[src/hdl/pacc_regs.svh]
/*
  Register offsets, field positions, reset values and timing counts of the
  synthesizer configuration bank. Assumes a 25 MHz crystal reference clock.
*/
`ifndef PACC_REGS_SVH
`define PACC_REGS_SVH
`define PACC_OFS_CAL        8'h0A
`define PACC_OFS_PUMP       8'h0B
`define PACC_OFS_EXACT      8'h0C
`define PACC_RST_CAL        24'h002046
`define PACC_RST_PUMP       24'h078061
`define PACC_RST_EXACT      24'h000000
`define PACC_CAL_RES_LO     0
`define PACC_CAL_DIS        11
`define PACC_CAL_CLK_LO     13
`define PACC_CAL_RELOCK     17
`define PACC_PD_POL         4
`define PACC_PD_UP_EN       5
`define PACC_PD_DN_EN       6
`define PACC_CP_F_UP        9
`define PACC_CP_F_DN        10
`define PACC_CP_F_MID       11
`define PACC_CAL_STEPS      8
`endif

[src/hdl/pacc_top.sv]
/*
  Configuration bank plus calibration sequencer and pump control logic.
  Assumes a plain register port and asynchronous pin inputs from analog.
*/
`timescale 1ns/1ns
`include "pacc_regs.svh"
package pacc_pkg;
  typedef enum logic [2:0] {
    PACC_IDLE = 3'h0, PACC_MEAS = 3'h1, PACC_STEP = 3'h3, PACC_DONE = 3'h2,
    PACC_LOCK = 3'h6, PACC_FAIL = 3'h7
  } pacc_state_t;
endpackage

module pacc_top
  import pacc_pkg::*;
(
  input  wire logic        CLK,
  input  wire logic        RST_N,
  input  wire logic [7:0]  ADDR,
  input  wire logic [23:0] WDATA,
  input  wire logic        WR,
  input  wire logic        RD,
  output logic      [23:0] RDATA,
  input  wire logic        CAL_START,
  input  wire logic        LOCK_DET,
  input  wire logic        PD_UP_RAW,
  input  wire logic        PD_DN_RAW,
  output logic             CP_UP,
  output logic             CP_DN,
  output logic             CP_MID,
  output logic             CAL_CLK_EN,
  output logic             CAL_BUSY,
  output logic             EXACT_EN,
  output logic             EXACT_BAD
);
  // ==========================================================
  // registers
  logic [23:0] cal_reg, cal_next, pump_reg, pump_next, exact_reg, exact_next;
  logic [23:0] rdata_reg, rdata_next;
  always_comb begin
    cal_next   = cal_reg;
    pump_next  = pump_reg;
    exact_next = exact_reg;
    rdata_next = 24'h000000;
    if (WR) begin
      case (ADDR)
        `PACC_OFS_CAL:   cal_next   = WDATA;
        `PACC_OFS_PUMP:  pump_next  = WDATA;
        `PACC_OFS_EXACT: exact_next = WDATA;
        default: ;
      endcase
    end
    if (RD) begin
      case (ADDR)
        `PACC_OFS_CAL:   rdata_next = cal_reg;
        `PACC_OFS_PUMP:  rdata_next = pump_reg;
        `PACC_OFS_EXACT: rdata_next = exact_reg;
        default:         rdata_next = 24'h000000;
      endcase
    end
  end
  always_ff @(posedge CLK) begin
    if (!RST_N) begin
      cal_reg   <= `PACC_RST_CAL;
      pump_reg  <= `PACC_RST_PUMP;
      exact_reg <= `PACC_RST_EXACT;
      rdata_reg <= 24'h000000;
    end else begin
      cal_reg   <= cal_next;
      pump_reg  <= pump_next;
      exact_reg <= exact_next;
      rdata_reg <= rdata_next;
    end
  end
  assign RDATA = rdata_reg;

  // ==========================================================
  // slow clock enable for sequencer
  logic slow_en;
  pacc_clkdiv u_div (
    .clk    (CLK),
    .rst_n  (RST_N),
    .sel    (cal_reg[`PACC_CAL_CLK_LO +: 2]),
    .en     (slow_en)
  );

  function automatic logic [8:0] res_cycles(input logic [2:0] code);
    case (code)
      3'h0: res_cycles = 9'h001;
      3'h1: res_cycles = 9'h002;
      3'h2: res_cycles = 9'h004;
      3'h3: res_cycles = 9'h008;
      3'h4: res_cycles = 9'h020;
      3'h5: res_cycles = 9'h040;
      3'h6: res_cycles = 9'h080;
      default: res_cycles = 9'h100;
    endcase
  endfunction

  // ==========================================================
  // calibration sequencer
  pacc_state_t st_reg, st_next;
  logic [8:0] cnt_reg, cnt_next;
  logic [3:0] step_reg, step_next;
  logic       tried_reg, tried_next;
  logic       lock_q1_reg, lock_q2_reg;
  always_ff @(posedge CLK) begin
    if (!RST_N) begin
      lock_q1_reg <= 1'b0;
      lock_q2_reg <= 1'b0;
    end else begin
      lock_q1_reg <= LOCK_DET;
      lock_q2_reg <= lock_q1_reg;
    end
  end

  always_comb begin
    st_next    = st_reg;
    cnt_next   = cnt_reg;
    step_next  = step_reg;
    tried_next = tried_reg;
    case (st_reg)
      PACC_IDLE: begin
        if (CAL_START && !cal_reg[`PACC_CAL_DIS]) begin
          st_next    = PACC_MEAS;
          cnt_next   = res_cycles(cal_reg[`PACC_CAL_RES_LO +: 3]);
          step_next  = 4'h0;
          tried_next = 1'b0;
        end
      end
      PACC_MEAS: begin
        if (slow_en) begin
          if (cnt_reg <= 9'h001) st_next = PACC_STEP;
          else cnt_next = cnt_reg - 9'h001;
        end
      end
      PACC_STEP: begin
        if (step_reg == 4'(`PACC_CAL_STEPS - 1)) begin
          st_next = PACC_DONE;
        end else begin
          step_next = step_reg + 4'h1;
          cnt_next  = res_cycles(cal_reg[`PACC_CAL_RES_LO +: 3]);
          st_next   = PACC_MEAS;
        end
      end
      PACC_DONE: if (lock_q2_reg) st_next = PACC_LOCK;
      PACC_LOCK: begin
        if (!lock_q2_reg) begin
          // single retry: a second loss stays failed until restarted
          if (cal_reg[`PACC_CAL_RELOCK] && !tried_reg && !cal_reg[`PACC_CAL_DIS]) begin
            tried_next = 1'b1;
            step_next  = 4'h0;
            cnt_next   = res_cycles(cal_reg[`PACC_CAL_RES_LO +: 3]);
            st_next    = PACC_MEAS;
          end else begin
            st_next = PACC_FAIL;
          end
        end
      end
      PACC_FAIL: if (CAL_START) st_next = PACC_IDLE;
      default: st_next = PACC_IDLE;
    endcase
  end
  always_ff @(posedge CLK) begin
    if (!RST_N) begin
      st_reg    <= PACC_IDLE;
      cnt_reg   <= 9'h000;
      step_reg  <= 4'h0;
      tried_reg <= 1'b0;
    end else begin
      st_reg    <= st_next;
      cnt_reg   <= cnt_next;
      step_reg  <= step_next;
      tried_reg <= tried_next;
    end
  end

  // ==========================================================
  // phase detector and pump outputs
  logic up_q1_reg, up_q2_reg, dn_q1_reg, dn_q2_reg;
  logic cp_up_reg, cp_up_next, cp_dn_reg, cp_dn_next, cp_mid_reg, cp_mid_next;
  logic clk_en_reg, busy_reg, busy_next, ex_en_reg, ex_en_next, ex_bad_reg, ex_bad_next;
  logic up_s, dn_s, f_up, f_dn;
  always_comb begin
    // polarity swaps the up and down sense
    up_s = pump_reg[`PACC_PD_POL] ? dn_q2_reg : up_q2_reg;
    dn_s = pump_reg[`PACC_PD_POL] ? up_q2_reg : dn_q2_reg;
    f_up = pump_reg[`PACC_CP_F_UP];
    f_dn = pump_reg[`PACC_CP_F_DN];
    // both forces set: neither wins, pump falls back to detector
    if (f_up && !f_dn) begin
      cp_up_next = 1'b1;
      cp_dn_next = 1'b0;
    end else if (f_dn && !f_up) begin
      cp_up_next = 1'b0;
      cp_dn_next = 1'b1;
    end else begin
      cp_up_next = up_s && pump_reg[`PACC_PD_UP_EN];
      cp_dn_next = dn_s && pump_reg[`PACC_PD_DN_EN];
    end
    cp_mid_next = pump_reg[`PACC_CP_F_MID] && !f_up && !f_dn;
    busy_next   = (st_reg == PACC_MEAS) || (st_reg == PACC_STEP);
    ex_en_next  = exact_reg >= 24'h000002;
    ex_bad_next = exact_reg == 24'h000001;
  end
  always_ff @(posedge CLK) begin
    if (!RST_N) begin
      {up_q1_reg, up_q2_reg, dn_q1_reg, dn_q2_reg} <= 4'h0;
      cp_up_reg  <= 1'b0;
      cp_dn_reg  <= 1'b0;
      cp_mid_reg <= 1'b0;
      clk_en_reg <= 1'b0;
      busy_reg   <= 1'b0;
      ex_en_reg  <= 1'b0;
      ex_bad_reg <= 1'b0;
    end else begin
      up_q1_reg  <= PD_UP_RAW;
      up_q2_reg  <= up_q1_reg;
      dn_q1_reg  <= PD_DN_RAW;
      dn_q2_reg  <= dn_q1_reg;
      cp_up_reg  <= cp_up_next;
      cp_dn_reg  <= cp_dn_next;
      cp_mid_reg <= cp_mid_next;
      clk_en_reg <= slow_en;
      busy_reg   <= busy_next;
      ex_en_reg  <= ex_en_next;
      ex_bad_reg <= ex_bad_next;
    end
  end
  assign CP_UP      = cp_up_reg;
  assign CP_DN      = cp_dn_reg;
  assign CP_MID     = cp_mid_reg;
  assign CAL_CLK_EN = clk_en_reg;
  assign CAL_BUSY   = busy_reg;
  assign EXACT_EN   = ex_en_reg;
  assign EXACT_BAD  = ex_bad_reg;
endmodule // pacc_top

[src/hdl/pacc_clkdiv.sv]
/*
  Reference divider producing a one-cycle enable at 1/4/16/32 of CLK.
  Assumes select comes from a register on the same clock.
*/
`timescale 1ns/1ns
module pacc_clkdiv (
  input  wire logic       clk,
  input  wire logic       rst_n,
  input  wire logic [1:0] sel,
  output logic            en
);
  logic [4:0] cnt_reg, cnt_next, lim;
  logic       en_reg, en_next;
  always_comb begin
    case (sel)
      2'h0:    lim = 5'h00;
      2'h1:    lim = 5'h03;
      2'h2:    lim = 5'h0F;
      default: lim = 5'h1F;
    endcase
    en_next  = cnt_reg >= lim;
    cnt_next = en_next ? 5'h00 : cnt_reg + 5'h01;
  end
  always_ff @(posedge clk) begin
    if (!rst_n) begin
      cnt_reg <= 5'h00;
      en_reg  <= 1'b0;
    end else begin
      cnt_reg <= cnt_next;
      en_reg  <= en_next;
    end
  end
  assign en = en_reg;
endmodule // pacc_clkdiv

[config.mk]
export PLATFORM = sky130hd
export DESIGN_NAME = pacc_top
export DESIGN_NICKNAME = d
export VERILOG_FILES = /design/src/hdl/pacc_top.sv /design/src/hdl/pacc_clkdiv.sv
export VERILOG_INCLUDE_DIRS = /design/src /design/src/hdl
export SDC_FILE = /design/constraint.sdc
export NUM_CORES = 1
export LEC_CHECK = 0
export BUFFER_PORTS_ARGS = -buffer_cell sky130_fd_sc_hd__buf_2
export CAP_MARGIN = 20
export CORE_MARGIN = 10
export CORE_UTILIZATION = 50
export CTS_CLUSTER_SIZE = 8
export DETAILED_ROUTE_END_ITERATION = 8
export GPL_TIMING_DRIVEN = 1
export PLACE_DENSITY = 0.7
export REMOVE_ABC_BUFFERS = 1
export SLEW_MARGIN = 20
export SYNTH_ARGS = -nofsm -noshare
export SYNTH_HDL_FRONTEND = slang
export SYNTH_SLANG_ARGS = --single-unit
[constraint.sdc]
create_clock -name CLK -period 6.3 [get_ports CLK]
set_input_delay 0.63 -clock CLK [delete_from_list [all_inputs] [get_ports CLK]]
set_output_delay 0.63 -clock CLK [all_outputs]
set_load 0.02 [all_outputs]
# Word-level counts from Yosys, hierarchy flattened
# Cells that the tools add are included.
word_totals:
  ram_bits: 0
  n_memories: 0
  output_inout_bits: 31
  latch_bits: 0
  mem_bits_ro: 0
  in_bits: 40
  elab_cells: 120
  regBits: 132
classes:
  eq_ne: 27
  shifts: 0
  n_div: 0
  reduce_logical: 30
  multipliers: 0
  add_sub_neg: 3
  order_cmp: 3
  n_bitwise: 1
  n_mux: 33
op_table:
  columns: ["cell", "count"]
  rows:
  - ["$pmux 24 s3", 1]
  - ["$pmux 9 s7", 1]
  - ["$mux 9", 6]
  - ["$pmux 9 s4", 1]
  - ["$eq 24x1->1 const B", 1]
  - ["$eq 8x4->1 const B", 3]
  - ["$ge 24x2->1 const B", 1]
  - ["$mux 3", 7]
  - ["$pmux 3 s6", 1]
  - ["$mux 4", 4]
  - ["$ne 2x2->1 const B", 8]
  - ["$eq 3x3->1 const B", 5]
  - ["$pmux 5 s3", 1]
  - ["$eq 3x2->1 const B", 4]
  - ["$pmux 4 s3", 1]
  - ["$le 9x1->1 const B", 1]
  - ["$logic_and 1x1->1", 9]
  - ["$sub 9x1->9 const B", 1]
  - ["$mux 1", 8]
  - ["$reduce_and 2->1", 4]
  - ["$reduce_and 7->1", 1]
  - ["$eq 3x1->1 const B", 2]
  - ["$logic_not 3->1", 2]
  - ["$reduce_and 6->1", 1]
  - ["other kinds (19)", 23]

# Logic depth before layout (Yosys ltp)
# Gate-level depths: netlist of the first run.
depth:
  ltp_word: 6
  ltp_mapped: 8
  ltp_nobuf: 7

# Modules after synthesis
# Synthesis of the first run repeated with hierarchy kept, for this count alone.
unflattened:
  hier_cells: 678
  area_unflattened_um2: 5615.4
modules_own_cells:
  columns: ["mod", "seq_area_each_um2", "area_each_um2", "cells_each", "n_inst"]
  rows:
  - ["pacc_top", 2522.4, 5283.8, 642, 1]
  - ["pacc_clkdiv", 120.1, 331.6, 36, 1]

# Worst setup path after synthesis of the first run
# No wires, ideal clock.
synth_timing:
  path_kind: "input-to-reg"
  from: "input port ADDR[7]"
  to: "register exact_reg[20]"
  path_stages: 7
  t_arrival_ps: 1929
  setup_ps: 128
  path_buffers: 2
  required_time_ps: 6172
  slack_ps: 4244
  path_cell_list: "nor4_1 nand2_1 buf_2 nor3_4 buf_6 mux2i_1 nor2_1"
synth_via:
  elab_chain_cells: 2
synth_lines:
  columns: ["item", "line_no", "text"]
  rows:
  - ["start: declaration", "pacc_top.sv:19", "input wire logic [7:0] ADDR,"]
  - ["$eq 8x4->1", "pacc_top.sv:46", "case (ADDR)"]
  - ["$reduce_and 2->1 (no source line)", null, null]
  - ["end signal: assignment", "pacc_top.sv:66", "exact_reg <= `PACC_RST_EXACT;"]
  - ["end signal: assignment", "pacc_top.sv:71", "exact_reg <= exact_next;"]
  - ["end: declaration", "pacc_top.sv:38", "logic [23:0] cal_reg, cal_next, pump_reg, pump_next, exact_reg, exact_next;"]
# Every way passes these cells.
# A chain may end at the register's enable or synchronous reset.

# Worst setup path in the final report of the first run
layout_timing:
  from: "register st_reg[2]"
  to: "register cnt_reg[1]"
layout_via:
  elab_chain_cells: 3
  elab_cells_between_ends: 13
  classes_between: "9 x eq/ne; 1 x mux; 3 x reduce/logical"
layout_lines:
  columns: ["item", "line_no", "text"]
  rows:
  - ["start: declaration", "pacc_top.sv:102", "pacc_state_t st_reg, st_next;"]
  - ["start signal: assignment", "pacc_top.sv:171", "st_reg <= st_next;"]
  - ["$eq 3x1->1 (tied with other cells)", "pacc_top.sv:122", "case (st_reg)"]
  - ["$reduce_bool 4->1 (no source line) (tied with other cells)", null, null]
  - ["$reduce_and 7->1 (no source line)", null, null]
  - ["end signal: assignment", "pacc_top.sv:172", "cnt_reg <= cnt_next;"]
  - ["end: declaration", "pacc_top.sv:103", "logic [8:0] cnt_reg, cnt_next;"]
# Several ways; a longest one is shown, not always the timed one.

==> flow_summary.json, run 1 <==
{
  "swShare_pct": 25.8,
  "hold_buffers": 0,
  "clkSlewWorstSetupHoldPaths_ns": 0.05,
  "critPathArrivalTime_ns": 3.00,
  "start_kind": "register",
  "drt-total-wl_um": 15100,
  "antenna_found_initial": 0,
  "vias": 5030,
  "numCtsBuffers": 17,
  "grt_max_degree": 52,
  "rsz0062_at_grt": "no",
  "grt_usage_pct": 18.5,
  "synth-warning-count": 0,
  "max_freq_mhz": 371,
  "status": "finished clean",
  "synth.most_common_cell": "nand2_1",
  "yosys.area.top_type": "dfxtp_1",
  "cts.sink_count": 132,
  "crit_fanout": 19,
  "fin_nets": 753,
  "dp_hpwl_um": 9740,
  "cts.htree.levels": 4,
  "final_max_slew_viol_count": 0,
  "start_util_pct": 51.9,
  "drcViolationCount": 0,
  "routabilityCongestion": 0.817,
  "rows": 38,
  "area_growth_pct": 15.7,
  "tightest_slew_ns": 1.04,
  "max-slew-margin-rel_pct": 30.5,
  "io_pins": 71,
  "setup_tns_ns": 0,
  "routedWlPerCell_um": 17.7,
  "grt_pass1_wl_um": 24500,
  "synth-edff-count": 0,
  "ir_worst_vdd_uv": 194,
  "io_buffers": 70,
  "endpoint_kind": "register",
  "ys_top_cells_by_area": "dfxtp_1, nand2_1, mux2i_1",
  "p_int_mw": 1.56,
  "post_cts_buffers": 0,
  "critPathKind": "register to register",
  "power.switching_mw": 0.542,
  "setup_viol": 0,
  "cts_buffer_depth": 2,
  "clockRootBuffer": "clkbuf_16",
  "vias_per_cell": 5.89,
  "required_ns": 6.60,
  "ys_types": 60,
  "min_period_ns": 2.70,
  "ys_seq_elements": 132,
  "fin_crit_sh_pct": 42.8,
  "drt_first_pass_iters": 5,
  "gr-total-overflow": 0,
  "fin_skew_ns": 0.00703,
  "grt_pass1_vias": 4850,
  "final_util_pct": 60.1,
  "yosysSeqAreaShare_pct": 46.3,
  "drtAntennaViolNets": 0,
  "powerDensity_nw_per_um2": 318,
  "synth_top_cell_area_share_pct": 46.3,
  "die_h_um": 127,
  "core_area_um2": 11000,
  "pwr-share-seq_pct": 43.0,
  "drive_above_1_share_pct": 16.1,
  "power_mw": 2.10,
  "diodes": 0,
  "die_w_um": 127,
  "avgSynthCellArea_um2": 8.68,
  "hold_violations": 0,
  "fin_area_um2": 6600,
  "ctsResizeCount": 0,
  "combPwrFrac_pct": 13.0,
  "initialDrtViolationCount": 438,
  "max-cap-violations": 0,
  "synth_area_um2": 5700,
  "holdWs_ns": 0.425,
  "ys_top_cells_by_count": "nand2_1, dfxtp_1, a21oi_1",
  "async_flop_share_pct": 0,
  "dieArea_um2": 16100,
  "clk_latency_ns": 0.42,
  "tritoncts": "done",
  "hold_class": "primary input to register",
  "power_frac_clock_pct": 44.0,
  "p_leak_nw": 2.49,
  "synthCells": 657,
  "dpl-instance-area_um2": 6040,
  "synth_top_flop_cell": "dfxtp_1"
}
through the flow:
step           instances  setup WS [ns]
6_report             854           3.60
5_1_grt              854           3.43
4_1_cts              854           3.66
3_5_place_dp         825           3.45
3_3_place_gp         825           3.51
2_1_floorplan        606           3.45
worst max-delay path: stages, from the launching register on:
cell	delay, ns
dfxtp_1	0.67
or3b_1	0.60
o22a_1	0.24
o211ai_2	0.26
or2_1	0.44
o311a_1	0.38
cell type report:
| type | count | area, um2 |
|---|---|---|
| Tap cell | 140 | 175 |
| Sequential cell | 132 | 2640 |
| Fill cell | 955 | 4390 |
| Inverter | 9 | 33.8 |
| Timing Repair Buffer | 79 | 418 |
| Clock buffer | 25 | 505 |
| Clock inverter | 4 | 47.5 |
| Multi-Input combinational cell | 465 | 2770 |
path summary, 6_finish.rpt:
check / start / slack [ns] / depth (start not counted) / end
setup reg to reg: st_reg[2] / 3.60 / 5 / cnt_reg[1]
hold / removal: LOCK_DET / 0.42 / 2 / lock_q1_reg
hold reg to reg: lock_q1_reg / 0.44 / 1 / lock_q2_reg
setup / recovery: st_reg[2] / 3.60 / 5 / cnt_reg[1]
routing by layer:
| metal | track usage (%) | wire length [um] |
|---|---|---|
| met1 | 23.3 | 6720 |
| met2 | 29.4 | 7240 |
| met3 | 5.21 | 1020 |
| met4 | 6.56 | 137 |
| met5 | 0 | 0 |
layout by cell type (no fill, tap or decap), types with 6 or more instances in the layout:
cell	count
nand2_1	143
dfxtp_1	132
buf_2	70
a21oi_1	50
nor2_1	46
mux2i_1	27
a22oi_1	24
a2111oi_1	20
clkbuf_16	17
nand3_1	16
o21ai_1	9
ha_1	9
buf_4	9
and2_1	8
nor4_1	8
inv_1	7
nor3_1	7
o21ai_0	6
o31a_1	6
o311ai_1	6
power groups by stage:
stage	combinational (mW)	clock (mW)	sequential, mW
finish	0.272	0.924	0.902
global route	0.299	0.969	0.907
floorplan	0.186	0	0.913
global placement	0.255	0	0.917
CTS	0.267	0.937	0.902
detailed placement	0.264	0	0.919
cells by family (layout without fill, tap and decap cells):
logic type / after synthesis / in the layout / synth area share (%)
simple gates: 272 / 272 / 22.6
compound gates: 153 / 153 / 18.7
flops: 132 / 132 / 46.3
buf+inv: 60 / 117 / 5.02
mux: 28 / 28 / 4.94
fa+ha+maj: 9 / 9 / 1.97
xor+xnor: 3 / 3 / 0.461
(Power assumes the default switching activity.)
==> run 2, diff against run 1 <==
==> constraint.sdc (replaced) <==
create_clock -name CLK -period 2.7 [get_ports CLK]
set_input_delay 0.27 -clock CLK [delete_from_list [all_inputs] [get_ports CLK]]
set_output_delay 0.27 -clock CLK [all_outputs]
set_load 0.02 [all_outputs]
==> run 2 against run 1 <==
- clock skew is 0.0022 ns lower
- flip-flop and latch count unchanged
- final cell count is 1.6% higher
- core utilization up 1.5 points
- die area did not move
- power is 150% higher
- hold slack lost 0.35 ns
- highest routed layer unchanged
==> flow_summary.json, run 2 (synthesis gave the netlist of run 1 again) <==
{
  "final_max_slew_viol_count": 0,
  "dp_hpwl_um": 10500,
  "most-common-layout-cells": "nand2_1, dfxtp_1, buf_2",
  "min_period_ns": 2.39,
  "power_mw": 5.21,
  "clkSlewWorstSetupHoldPaths_ns": 0.05,
  "final_common_cell": "nand2_1",
  "p_leak_nw": 2.58,
  "fin_nets": 764,
  "numCtsBuffers": 17,
  "start_util_pct": 51.9,
  "initialDrtViolationCount": 389,
  "core_area_um2": 11000,
  "hold_path_end": "lock_q1_reg",
  "io_pins": 71,
  "max-slew-margin-rel_pct": 32.3,
  "drtAntennaViolNets": 0,
  "start_kind": "register",
  "crit_fanout": 18,
  "setup_tns_ns": 0,
  "ctsResizeCount": 0,
  "fin_area_um2": 6770,
  "tightest_slew_ns": 1.02,
  "hold_buffers": 0,
  "area_growth_pct": 18.6,
  "nFillCells": 947,
  "dpl-instance-area_um2": 6140,
  "grt_pass1_wl_um": 25800,
  "crit-reg2reg-launch": "st_reg[0]",
  "die_h_um": 127,
  "routabilityCongestion": 0.918,
  "rows": 38,
  "tritoncts": "done",
  "rsz0062_at_grt": "no",
  "ir_worst_vdd_uv": 414,
  "drive_above_1_share_pct": 17.9,
  "routedWlPerCell_um": 18.2,
  "grt_max_degree": 51,
  "cts_buffer_depth": 2,
  "worst_r2r_endpoint": "cnt_reg[1]",
  "fin_skew_ns": 0.00487,
  "hold_violations": 0,
  "vias_per_cell": 5.92,
  "rrSetupSlack_ns": 0.31,
  "holdWs_ns": 0.0733,
  "max_freq_mhz": 418,
  "hold_class": "primary input to register",
  "drcViolationCount": 0,
  "critPathKind": "register to register",
  "grt_usage_pct": 19.5,
  "setup_viol": 0,
  "endpoint_kind": "register",
  "crit_start": "st_reg[0]",
  "critPathArrivalTime_ns": 2.70,
  "max-cap-violations": 0,
  "grt_pass1_vias": 5124,
  "fin_crit_sh_pct": 88.7,
  "cts.htree.levels": 4,
  "diodes": 0,
  "post_cts_buffers": 0,
  "powerDensity_nw_per_um2": 770,
  "cts.sink_count": 132,
  "gr-total-overflow": 0,
  "antenna_found_initial": 0,
  "drt-total-wl_um": 15800,
  "drt_first_pass_iters": 5,
  "die_w_um": 127,
  "clockRootBuffer": "clkbuf_16",
  "clk_latency_ns": 0.42,
  "io_buffers": 70,
  "hp-start": "LOCK_DET",
  "reg2regPathDepth": 5,
  "required_ns": 3.00,
  "vias": 5137,
  "status": "finished clean",
  "hold_depth": 2,
  "final_util_pct": 61.6,
  "dieArea_um2": 16100
}
[run 2: layout make-up]
| class | instances | area (um2) | share of cell area (%) |
|---|---|---|---|
| sequential | 132 | 2640 | 39.1 |
| clock buffer | 22 | 474 | 7.01 |
| tap | 140 | 175 | 2.59 |
| clock inverter | 10 | 153 | 2.26 |
| timing repair buffer | 90 | 513 | 7.58 |
| multi-input combinational | 465 | 2770 | 41.0 |
| inverter | 9 | 33.8 | 0.499 |
[run 2: metrics by stage]
stage               instances  worst slack (ns)
floorplan                 606             0.206
global placement          836             0.481
detailed placement        836             0.371
CTS                       868             0.375
global route              868             0.130
finish                    868             0.305
[run 2: routing by layer]
metal / vias to the layer above / GRT usage (%) / share of wire (%)
li1: 2453 / - / -
met1: 2441 / 23.5 / 44
met2: 199 / 31.7 / 48
met3: 44 / 4.87 / 5.6
met4: 0 / 9.11 / 2.4
met5: - / 0 / 0
[run 2: critical path, cell delays in order, from the launching register on]
cell and delay (ns):
dfxtp_1 0.63, nand2b_1 0.26, mux2i_1 0.27, o211ai_2 0.31, or2_1 0.42, o311a_1 0.38
[run 2: how the worst max path moves through the flow]
| stage | to | slack (ns) |
|---|---|---|
| 2_1_floorplan | exact_reg[0] | 0.21 |
| 3_3_place_gp | RDATA[9] | 0.48 |
| 3_5_place_dp | cnt_reg[1] | 0.37 |
| 4_1_cts | cnt_reg[1] | 0.37 |
| 5_1_grt | cnt_reg[1] | 0.13 |
| 6_report | cnt_reg[1] | 0.31 |
[run 2: power breakdown]
group          switching, mW  internal (mW)
Clock                  0.823           1.61
Combinational          0.412          0.256
Sequential            0.0913           2.02
==> run 3, diff against run 2 <==
--- a/config.mk
+++ b/config.mk
@@ -10,6 +10,7 @@
 export CAP_MARGIN = 20
 export CORE_MARGIN = 10
 export CORE_UTILIZATION = 50
+export CTS_BUF_LIST = sky130_fd_sc_hd__clkbuf_4 sky130_fd_sc_hd__clkbuf_8
 export CTS_CLUSTER_SIZE = 8
 export DETAILED_ROUTE_END_ITERATION = 8
 export GPL_TIMING_DRIVEN = 1
==> run 3 against run 2 <==
- clock skew is 0.0061 ns higher
- combinational power down 0.7%
- non-clock buffer count unchanged
- worst setup slack better by 0.0051 ns
- register-to-register slack barely moved
- core utilization is 1.7 points lower
- highest routed layer unchanged
==> flow_summary.json, run 3 (synthesis gave the netlist of run 1 again) <==
{
  "vias": 5099,
  "ir_worst_vdd_uv": 372,
  "rsz0062_at_grt": "no",
  "powerDensity_nw_per_um2": 701,
  "worstPathCellList": "nand2b_1, mux2i_1, o211ai_2, or2_1, o311a_1",
  "setup_tns_ns": 0,
  "antenna_found_initial": 0,
  "drtAntennaViolNets": 0,
  "preCtsSetupSlack_ns": 0.371,
  "hold_buffers": 0,
  "min_period_ns": 2.39,
  "clkSlewWorstSetupHoldPaths_ns": 0.07,
  "p_leak_nw": 2.50,
  "drt-total-wl_um": 15600,
  "max_freq_mhz": 418,
  "grt_usage_pct": 19.2,
  "diodes": 0,
  "dieArea_um2": 16100,
  "hold_violations": 0,
  "crit_fanout": 18,
  "fin_skew_ns": 0.0109,
  "core_area_um2": 11000,
  "tightest_slew_ns": 1.02,
  "fin_nets": 764,
  "die_w_um": 127,
  "crit_path_top_delay_cell": "dfxtp_1",
  "critical-path-max-stage-delay_ns": 0.64,
  "fin_ws_ns": 0.310,
  "rows": 38,
  "dp_hpwl_um": 10500,
  "final_common_cell": "nand2_1",
  "max-slew-margin-rel_pct": 32.1,
  "drt_first_pass_iters": 5,
  "most-common-layout-cells": "nand2_1, dfxtp_1, buf_2",
  "final_max_slew_viol_count": 0,
  "cts.htree.levels": 4,
  "io_buffers": 70,
  "routedWlPerCell_um": 18.0,
  "cts.sink_count": 132,
  "endpoint_kind": "register",
  "reg2regPathDepth": 5,
  "start_util_pct": 51.9,
  "grt_pass1_wl_um": 25600,
  "fin_crit_sh_pct": 88.5,
  "max-cap-violations": 0,
  "die_h_um": 127,
  "vias_per_cell": 5.87,
  "drcViolationCount": 0,
  "critPathKind": "register to register",
  "clockRootBuffer": "clkbuf_8",
  "io_pins": 71,
  "grt_max_degree": 51,
  "grt_pass1_vias": 5104,
  "hold_depth": 2,
  "critPathArrivalTime_ns": 2.73,
  "initialDrtViolationCount": 530,
  "drive_above_1_share_pct": 18.1,
  "cts_buffer_depth": 2,
  "status": "finished clean",
  "numCtsBuffers": 17,
  "gr-total-overflow": 0,
  "hold_class": "primary input to register",
  "clk_latency_ns": 0.45,
  "required_ns": 3.04,
  "post_cts_buffers": 0,
  "tritoncts": "done",
  "ctsResizeCount": 0,
  "start_kind": "register",
  "area_growth_pct": 15.4,
  "setup_viol": 0,
  "routabilityCongestion": 0.918
}
run 3: cell counts in the layout (fill, tap and decap cells not counted):
Identical to the previous run, type by type.
run 3: final timing paths:
check | start | end | slack (ns)
setup reg to reg | st_reg[0] | cnt_reg[1] | 0.31
hold reg to reg | lock_q1_reg | lock_q2_reg | 0.44
setup / recovery | st_reg[0] | cnt_reg[1] | 0.31
hold / removal | LOCK_DET | lock_q1_reg | 0.04
run 3: power by group:
part	internal (mW)	switching, mW	total [mW]
Combinational	0.256	0.406	0.662
Sequential	2.01	0.0915	2.11
Clock	1.09	0.752	1.84
run 3: layout make-up:
type / count / area (um2)
fillers: 977 / 4400
multi-input cells: 465 / 2770
repair buffers: 90 / 513
inverters: 9 / 33.8
flip-flops and latches: 132 / 2640
clock inverters: 10 / 153
clock buffers: 22 / 290
well taps: 140 / 175
run 3: worst max-delay path, delay by kind of cell, from the launching register on:
kind / cells / cell delay, ns
compound gates: 2 / 0.70
flops: 1 / 0.64
mux: 1 / 0.27
simple gates: 2 / 0.69
run 3: through the flow:
| stage | cells | utilization (%) | cell area, um2 | power, mW | hold WS (ns) |
|---|---|---|---|---|---|
| 2_1_floorplan | 606 | - | 5450 | 2.56 | 0.342 |
| 3_3_place_gp | 836 | 55.9 | 6140 | 2.75 | 0.428 |
| 3_5_place_dp | 836 | 55.9 | 6140 | 2.79 | 0.426 |
| 4_1_cts | 868 | 59.9 | 6580 | 4.62 | 0.0213 |
| 5_1_grt | 868 | 59.9 | 6580 | 4.79 | 0.0287 |
| 6_report | 868 | 59.9 | 6580 | 4.61 | 0.0442 |
run 3: routing by layer:
metal / up-vias / wire length, um / track usage (%)
met5: - / 0 / 0
met4: 0 / 323 / 7.97
met3: 32 / 912 / 5.25
met2: 188 / 7530 / 31.8
met1: 2429 / 6860 / 22.9
li1: 2450 / - / -
